--- src/adcsr_map.svh ---
// Purpose: register indexes, field positions and reset values of the scan request source
// Assumes: indexes are Avalon word addresses; byte address is four times the index
// Notes:   definitions only
`ifndef ADCSR_MAP_SVH
`define ADCSR_MAP_SVH

// ***********************************************************
// register word indexes
// ***********************************************************
`define ADCSR_IDX_SEL 9'h0E8
`define ADCSR_IDX_PEND 9'h0EA
`define ADCSR_IDX_MODE 9'h0EC
`define ADCSR_IDX_STS 9'h0F0
`define ADCSR_IDX_MSK 9'h0F1

// ***********************************************************
// reset values and widths
// ***********************************************************
`define ADCSR_RST_16 16'h0000
`define ADCSR_RST_32 32'h0000_0000
`define ADCSR_ZERO_16 16'h0000

// ***********************************************************
// mode register fields
// ***********************************************************
`define ADCSR_GATE_MSB 1
`define ADCSR_GATE_LSB 0
`define ADCSR_BIT_TRIG 2
`define ADCSR_BIT_INT 3
`define ADCSR_BIT_SCAN 4
`define ADCSR_BIT_LDM 5
`define ADCSR_BIT_GLVL 7
`define ADCSR_BIT_CLEAR_PENDING_COMMAND 8
`define ADCSR_BIT_SOFTWARE_LOAD_COMMAND 9

// ***********************************************************
// status and mask fields
// ***********************************************************
`define ADCSR_BIT_EVT 0

`endif

--- src/adcsr_pkg.sv ---
// Purpose: types shared by the scan request source modules
// Assumes: 16 channels, one module clock
// Notes:   offsets and field positions live in adcsr_map.svh
package adcsr_pkg;

   // gating behaviour of request issue
   typedef enum logic [1:0] {
      ADCSR_GATE_OFF = 2'h0,
      ADCSR_GATE_ANY = 2'h1,
      ADCSR_GATE_HIGH = 2'h2,
      ADCSR_GATE_LOW = 2'h3
   } adcsr_gate_t;

   // whole state of the main module
   typedef struct packed {
      logic [15:0] sel;
      logic [15:0] pend;
      adcsr_gate_t gate_mode;
      logic trig_en;
      logic int_en;
      logic autoscan;
      logic load_mode;
      logic busy;
      logic sts;
      logic msk;
      logic ack;
      logic wt;
      logic [31:0] rdata;
      logic req_v;
      logic [3:0] req_ch;
      logic irq;
   } adcsr_state_t;

   // whole state of the pin synchroniser
   typedef struct packed {
      logic s1;
      logic s2;
      logic prev;
   } adcsr_sync_state_t;

endpackage

--- src/adcsr_sync_if.sv ---
// Purpose: carries a synchronised pin level and its rising edge
// Assumes: both ends on sys_clk
// Notes:   rise is a one-cycle pulse
`timescale 1ns/1ps
interface adcsr_sync_if;
   logic level;
   logic rise;
   modport src (output level, output rise);
   modport dst (input level, input rise);
endinterface

--- src/adcsr_scan.sv ---
// Purpose: scan request source of a converter kernel with Avalon-MM register access
// Assumes: arbiter and sequencer run on sys_clk; gate and trigger pins are asynchronous
// Notes:   every bus access is answered one cycle after it is raised
//
// Register access over Avalon-MM was left to the implementer.
`timescale 1ns/1ps
`include "adcsr_map.svh"

// ***********************************************************
// scan request source top
// ***********************************************************
module adcsr_scan
(
   // clock and reset
   input wire logic sys_clk,
   input wire logic rst_n,
   // avalon-mm slave
   input wire logic [8:0] avs_address,
   input wire logic avs_read,
   input wire logic avs_write,
   input wire logic [31:0] avs_writedata,
   input wire logic [3:0] avs_byteenable,
   output logic [31:0] avs_readdata,
   output logic avs_waitrequest,
   // external request pins
   input wire logic gate_input,
   input wire logic trigger_input,
   // request to the arbiter
   output logic req_valid,
   output logic [3:0] req_channel,
   // conversion status from the sequencer
   input wire logic conv_start,
   input wire logic conv_abort,
   input wire logic [3:0] conv_channel,
   input wire logic conv_done,
   // interrupt
   output logic irq
);

   // ***********************************************************
   // helpers
   // ***********************************************************

   // highest set bit of a channel vector, zero when empty
   function automatic logic [3:0] top_channel(input logic [15:0] v);
      logic [3:0] r;
      r = 4'h0;
      for (int i = 0; i < 16; i++)
      begin
         if (v[i])
         begin
            r = i[3:0];
         end
      end
      return r;
   endfunction

   // byte-lane merge of a 16-bit register with write data
   function automatic logic [15:0] be_merge(
      input logic [15:0] old,
      input logic [15:0] wd,
      input logic [1:0] be
   );
      logic [15:0] r;
      r = old;
      if (be[0])
      begin
         r[7:0] = wd[7:0];
      end
      if (be[1])
      begin
         r[15:8] = wd[15:8];
      end
      return r;
   endfunction

   // ***********************************************************
   // pin synchronisers
   // ***********************************************************

   adcsr_sync_if gate_s ();
   adcsr_sync_if trig_s ();

   // gate level is used as is, the rise is ignored
   adcsr_sync u_gate_sync
   (
      .sys_clk (sys_clk),
      .rst_n (rst_n),
      .pin (gate_input),
      .sync (gate_s)
   );

   // trigger rise becomes a load event when enabled
   adcsr_sync u_trig_sync
   (
      .sys_clk (sys_clk),
      .rst_n (rst_n),
      .pin (trigger_input),
      .sync (trig_s)
   );

   // ***********************************************************
   // state
   // ***********************************************************

   adcsr_pkg::adcsr_state_t q;
   adcsr_pkg::adcsr_state_t d;

   // bus decode
   logic wr_go;
   logic rd_go;
   logic wr_sel;
   logic wr_pend;
   logic wr_mode;
   logic wr_sts;
   logic wr_msk;
   logic [15:0] wd16;
   logic [15:0] new_sel;
   logic [15:0] new_mode;

   // events
   logic clr_cmd;
   logic software_load_command_cmd;
   logic src_evt;
   logic load_evt;
   logic gate_ok;
   logic [15:0] pend_n;
   logic [15:0] sel_n;

   // ***********************************************************
   // bus decode
   // ***********************************************************

   // writes land at the edge where waitrequest is seen low
   assign wr_go = avs_write & q.ack;
   assign rd_go = avs_read & ~avs_write & ~q.ack;
   assign wd16 = avs_writedata[15:0];
   assign wr_sel = wr_go && (avs_address == `ADCSR_IDX_SEL);
   assign wr_pend = wr_go && (avs_address == `ADCSR_IDX_PEND);
   assign wr_mode = wr_go && (avs_address == `ADCSR_IDX_MODE);
   assign wr_sts = wr_go && (avs_address == `ADCSR_IDX_STS);
   assign wr_msk = wr_go && (avs_address == `ADCSR_IDX_MSK);
   assign new_sel = be_merge(q.sel, wd16, avs_byteenable[1:0]);
   assign new_mode = be_merge(`ADCSR_ZERO_16, wd16, avs_byteenable[1:0]);
   // next select value kept apart from the state copy so pending logic does not loop through it
   assign sel_n = (wr_sel | wr_pend) ? new_sel : q.sel;

   // ***********************************************************
   // event sources
   // ***********************************************************

   // command bits are write-only pulses, never stored
   assign clr_cmd = wr_mode & new_mode[`ADCSR_BIT_CLEAR_PENDING_COMMAND];
   assign software_load_command_cmd = wr_mode & new_mode[`ADCSR_BIT_SOFTWARE_LOAD_COMMAND];

   // sequence end: our conversion finished and nothing left pending
   assign src_evt = conv_done & q.busy & (q.pend == `ADCSR_ZERO_16);

   // any of the four load sources
   assign load_evt = wr_pend
      | software_load_command_cmd
      | (q.trig_en & trig_s.rise)
      | (q.autoscan & src_evt);

   // ***********************************************************
   // gating
   // ***********************************************************

   // gating holds requests back but leaves pending bits alone
   always_comb
   begin
      case (q.gate_mode)
         adcsr_pkg::ADCSR_GATE_OFF: gate_ok = 1'b0;
         adcsr_pkg::ADCSR_GATE_ANY: gate_ok = 1'b1;
         adcsr_pkg::ADCSR_GATE_HIGH: gate_ok = gate_s.level;
         adcsr_pkg::ADCSR_GATE_LOW: gate_ok = ~gate_s.level;
         default: gate_ok = 1'b0;
      endcase
   end

   // ***********************************************************
   // pending bits
   // ***********************************************************

   // clear, then load, then start clears, abort set wins last
   always_comb
   begin
      pend_n = q.pend;
      if (clr_cmd)
      begin
         pend_n = `ADCSR_ZERO_16;
      end
      if (load_evt)
      begin
         if (q.load_mode)
         begin
            pend_n = pend_n | sel_n;
         end
         else
         begin
            pend_n = sel_n;
         end
      end
      if (conv_start)
      begin
         pend_n[conv_channel] = 1'b0;
      end
      if (conv_abort)
      begin
         pend_n[conv_channel] = 1'b1;
      end
   end

   // ***********************************************************
   // next state
   // ***********************************************************

   always_comb
   begin
      d = q;

      // select bits: direct write or via the pending address
      if (wr_sel | wr_pend)
      begin
         d.sel = new_sel;
      end

      // mode fields that are stored
      if (wr_mode)
      begin
         d.gate_mode = adcsr_pkg::adcsr_gate_t'(new_mode[`ADCSR_GATE_MSB:`ADCSR_GATE_LSB]);
         d.trig_en = new_mode[`ADCSR_BIT_TRIG];
         d.int_en = new_mode[`ADCSR_BIT_INT];
         d.autoscan = new_mode[`ADCSR_BIT_SCAN];
         d.load_mode = new_mode[`ADCSR_BIT_LDM];
      end

      d.pend = pend_n;

      // tracks a conversion of ours in flight
      if (conv_start)
      begin
         d.busy = 1'b1;
      end
      else if (conv_done | conv_abort)
      begin
         d.busy = 1'b0;
      end

      // sticky source event; a set in the clear cycle survives
      d.sts = (q.sts & ~(wr_sts & new_mode[`ADCSR_BIT_EVT])) | (src_evt & q.int_en);
      if (wr_msk)
      begin
         d.msk = new_mode[`ADCSR_BIT_EVT];
      end
      d.irq = d.sts & d.msk;

      // request registered from the next pending view
      d.req_v = (d.pend != `ADCSR_ZERO_16) & gate_ok;
      d.req_ch = top_channel(d.pend);

      // one-cycle answer: ack high for exactly one cycle per access
      d.ack = (avs_read | avs_write) & ~q.ack;
      d.wt = ~d.ack;

      // read data captured as the answer is raised
      if (rd_go)
      begin
         case (avs_address)
            `ADCSR_IDX_SEL: d.rdata = {`ADCSR_ZERO_16, q.sel};
            `ADCSR_IDX_PEND: d.rdata = {`ADCSR_ZERO_16, q.pend};
            `ADCSR_IDX_MODE:
            begin
               d.rdata = `ADCSR_RST_32;
               d.rdata[`ADCSR_GATE_MSB:`ADCSR_GATE_LSB] = q.gate_mode;
               d.rdata[`ADCSR_BIT_TRIG] = q.trig_en;
               d.rdata[`ADCSR_BIT_INT] = q.int_en;
               d.rdata[`ADCSR_BIT_SCAN] = q.autoscan;
               d.rdata[`ADCSR_BIT_LDM] = q.load_mode;
               d.rdata[`ADCSR_BIT_GLVL] = gate_s.level;
            end
            `ADCSR_IDX_STS:
            begin
               d.rdata = `ADCSR_RST_32;
               d.rdata[`ADCSR_BIT_EVT] = q.sts;
            end
            `ADCSR_IDX_MSK:
            begin
               d.rdata = `ADCSR_RST_32;
               d.rdata[`ADCSR_BIT_EVT] = q.msk;
            end
            default: d.rdata = `ADCSR_RST_32; // unmapped reads zero
         endcase
      end
   end

   // ***********************************************************
   // state register
   // ***********************************************************

   // everything clears; waitrequest idles high
   always_ff @(posedge sys_clk or negedge rst_n)
   begin
      if (!rst_n)
      begin
         q.sel <= `ADCSR_RST_16;
         q.pend <= `ADCSR_RST_16;
         q.gate_mode <= adcsr_pkg::ADCSR_GATE_OFF;
         q.trig_en <= 1'b0;
         q.int_en <= 1'b0;
         q.autoscan <= 1'b0;
         q.load_mode <= 1'b0;
         q.busy <= 1'b0;
         q.sts <= 1'b0;
         q.msk <= 1'b0;
         q.ack <= 1'b0;
         q.wt <= 1'b1;
         q.rdata <= `ADCSR_RST_32;
         q.req_v <= 1'b0;
         q.req_ch <= 4'h0;
         q.irq <= 1'b0;
      end
      else
      begin
         q <= d;
      end
   end

   // ***********************************************************
   // outputs
   // ***********************************************************

   // all straight from flops
   assign avs_readdata = q.rdata;
   assign avs_waitrequest = q.wt;
   assign req_valid = q.req_v;
   assign req_channel = q.req_ch;
   assign irq = q.irq;

endmodule

--- src/adcsr_sync.sv ---
// Purpose: two-flop synchroniser with rising edge detect for one pin
// Assumes: pin is asynchronous to sys_clk
// Notes:   edge compares the synchronised sample with the one before it
`timescale 1ns/1ps
module adcsr_sync
(
   // clock and reset
   input wire logic sys_clk,
   input wire logic rst_n,
   // raw pin
   input wire logic pin,
   // synchronised view
   adcsr_sync_if.src sync
);

   adcsr_pkg::adcsr_sync_state_t q;
   adcsr_pkg::adcsr_sync_state_t d;

   // first flop feeds only the second; edge looks at later stages
   always_comb
   begin
      d = q;
      d.s1 = pin;
      d.s2 = q.s1;
      d.prev = q.s2;
   end

   // state register
   always_ff @(posedge sys_clk or negedge rst_n)
   begin
      if (!rst_n)
      begin
         q <= '0;
      end
      else
      begin
         q <= d;
      end
   end

   // level and one-cycle rise
   assign sync.level = q.s2;
   assign sync.rise = q.s2 & ~q.prev;

endmodule

--- config.mk ---
export PLATFORM = sky130hd
export DESIGN_NAME = adcsr_scan
export DESIGN_NICKNAME = d
export VERILOG_FILES = /design/src/adcsr_pkg.sv /design/src/adcsr_sync_if.sv /design/src/adcsr_scan.sv /design/src/adcsr_sync.sv
export VERILOG_INCLUDE_DIRS = /design/src
export SDC_FILE = /design/constraint.sdc
export NUM_CORES = 1
export LEC_CHECK = 0
export BUFFER_PORTS_ARGS = -buffer_cell sky130_fd_sc_hd__buf_2
export CELL_PAD_IN_SITES_DETAIL_PLACEMENT = 0
export CELL_PAD_IN_SITES_GLOBAL_PLACEMENT = 1
export CORE_MARGIN = 4
export CORE_UTILIZATION = 40
export DETAILED_ROUTE_END_ITERATION = 12
export PLACE_DENSITY = 0.76
export SLEW_MARGIN = 30
export SYNTH_ARGS = -nofsm -noshare
export SYNTH_HDL_FRONTEND = slang
export SYNTH_HIERARCHICAL = 1
export SYNTH_SLANG_ARGS = --single-unit
--- constraint.sdc ---
create_clock -name sys_clk -period 7.7 [get_ports sys_clk]
set_input_delay 2.31 -clock sys_clk [delete_from_list [all_inputs] [get_ports sys_clk]]
set_output_delay 2.31 -clock sys_clk [all_outputs]
set_load 0.05 [all_outputs]
==> impl_metrics.py <==
metrics = {
    "outcome": {
        "status": "complete, no violations",
    },
    "timing": {
        "fin_crit_ns": 4.61,
        "tns_ns": 0,
        "setup_viol": 0,
        "maxSlewHeadroom": 0.517,
        "fmax_mhz": 217,
        "fin_ws_ns": 3.09,
        "hold_viol": 0,
        "rsz0062_at_grt": "false",
        "finalCritPeriodShare": 0.599,
        "slew_viol_final": 0,
        "tightest_slew_ns": 0.718,
        "fin_worst_skew_ns": 0.0116,
    },
    "logic_synthesis": {
        "netlist_area_um2": 3960,
        "synth_cells": 394,
        "synth.avg_cell_area_um2": 10.0,
        "ys_warn_count": 6,
    },
    "floorplanning": {
        "initial_core_util": 0.409,
        "io_pins": 97,
        "core_um2": 9680,
        "dieArea_um2": 11500,
        "placementRows": 36,
        "die_w_um": 107,
        "die_y_um": 107,
    },
    "route": {
        "wl_mm": 9.89,
        "drc": 0,
        "firstDrtPassIters": 4,
        "drtAntennaViolNets": 0,
        "viasPerCell": 5.33,
        "via_count": 3037,
        "wire_per_inst_um": 17.3,
        "first_iter_violations": 140,
    },
    "setup_path": {
        "critical_path.cell_chain": "buf_2, or4bb_1, nor4_4, and3_4, o21ba_4, or2_1, o221a_2, nand4_1, nor3_2, a41oi_1",
        "crit_family": "simple AND/OR/NAND/NOR gates",
        "startpoint": "conv_done",
        "cp.required_ns": 7.91,
        "cp-start-kind": "primary input",
        "slowest_delay_ns": 0.57,
        "r2r_end": "req_valid$_DFF_PN0_",
        "rr_worst_depth": 9,
        "critPathSlowestCell": "or4bb_1",
        "criticalPathCategory": "primary input to flip-flop",
        "timing.rr.start": "q[63]$_DFF_PN0_",
        "critical_path_arrival_ns": 4.82,
        "path_max_fanout": 7,
        "regToRegSetupSlack_ns": 4.63,
        "end_kind": "flip-flop",
        "crit_buf_inv": 1,
    },
    "clock_network": {
        "clk_path_buf_depth": 2,
        "cts_sinks": 70,
        "clk_latency_ns": 0.36,
        "cts_tree": "done",
        "hold_buffers": 0,
        "cts_buffers": 9,
        "post_cts_resized": 0,
        "htree_levels": 3,
        "cts-root-buf": "clkbuf_8",
        "cts_setup_buffers": 0,
        "path_clk_slew_ns": 0.08,
    },
    "place": {
        "gp_congestion": 0.908,
        "port_buffers": 62,
        "dp_hpwl_mm": 7.52,
        "pre_cts_ws_ns": 2.74,
    },
    "grt": {
        "grt_usage": 0.178,
        "grt_overflow": 0,
        "busiest_layer": "met2",
        "use_met2": 0.275,
        "grt_pass1_vias": 3022,
        "antenna_found_initial": 0,
        "grt_max_degree": 71,
        "grt_first_pass_wirelength_mm": 15.7,
        "met3_usage": 0.0384,
        "grt_util_met1": 0.251,
    },
    "cells_and_area": {
        "drive_gt1_frac": 0.284,
        "area_growth_pct": 12.0,
        "fin_nets": 490,
        "antenna_cells": 0,
    },
    "min_path": {
        "hp-start": "u_gate_sync/d[1]$_DFF_PN0_",
        "hold_depth": 0,
        "hold_end": "u_gate_sync/sync.level$_DFF_PN0_",
        "hp-class": "flip-flop to flip-flop",
    },
    "power_and_ir_drop": {
        "power_density_nw_per_um2": 226,
        "peakVddDrop_mv": 0.0920,
        "leakagePower_nw": 2.12,
        "total_power_w": 0.00100,
    },
    "flow_run": {
        "max_cap_violations": 0,
    },
}
cell usage in the layout (no fill, tap or decap), types with 4 or more instances in the layout:
cell and instances:
dfrtp_1 69, buf_2 62, nand2_1 57, o21ai_0 25, mux2i_1 22, inv_1 17
nor2_1 17, conb_1 16, nand3_1 13, mux2_2 11, clkbuf_8 9, a22o_1 6
or2_2 5, o211ai_1 5, and2_1 4, nand2b_1 4, a31oi_1 4, o21ai_1 4
a21oi_1 4, bufinv_16 4
stage by stage:
stage	instance area [um2]	utilization	cells	hold slack, ns
2_1_floorplan	4010	-	409	0.331
3_3_place_gp	4160	0.429	554	0.334
3_5_place_dp	4160	0.429	554	0.335
4_1_cts	4430	0.457	570	0.353
5_1_grt	4430	0.457	570	0.370
6_report	4430	0.457	570	0.352
per-layer routing:
layer	share of wire	wire, um
met5	0	0
met4	0.014	142
met3	0.053	524
met2	0.47	4630
met1	0.46	4590
state kept, by name, indices dropped and copies added, names as in the netlist:
register and cells:
avs_readdata 16, avs_waitrequest 1, irq 1, q 42, req_channel 4, req_valid 1, u_gate_sync/d 1, u_gate_sync/sync.level 1
u_trig_sync/d 1, u_trig_sync/q 1, u_trig_sync/sync.level 1
worst reg2reg max path: stages, from the launching register on:
cell and delay (ns):
dfrtp_1 0.45, or4bb_1 0.62, nor4_4 0.20, and3_4 0.26, o21ba_4 0.18, or2_1 0.38
o221a_2 0.32, nand4_1 0.15, nor3_2 0.21, a41oi_1 0.15
where the power goes:
group	switching, W	internal (W)
registers	0.0000253	0.000395
clock network	0.000151	0.000250
logic	0.000123	0.0000594
total	0.000299	0.000704
final cells by class:
type,instances,area (um2)
tap,133,166
timing repair buffer,63,322
sequential,70,1750
clock buffer,9,124
inverter,17,63.8
fill,941,5250
multi-input combinational,271,1860
clock inverter,7,145
how the worst max path moves through the flow:
| stage | depth (start not counted) | end | slack, ns |
|---|---|---|---|
| final | 10 | req_valid$_DFF_PN0_ | 3.09 |
| after global routing | 10 | req_valid$_DFF_PN0_ | 2.94 |
| after CTS | 10 | req_valid$_DFF_PN0_ | 3.10 |
| after detailed placement | 10 | req_valid$_DFF_PN0_ | 2.74 |
| after global placement | 10 | req_valid$_DFF_PN0_ | 2.74 |
| after floorplan | 10 | req_valid$_DFF_PN0_ | 3.35 |
Note: power is estimated with default switching activity, not from simulation.
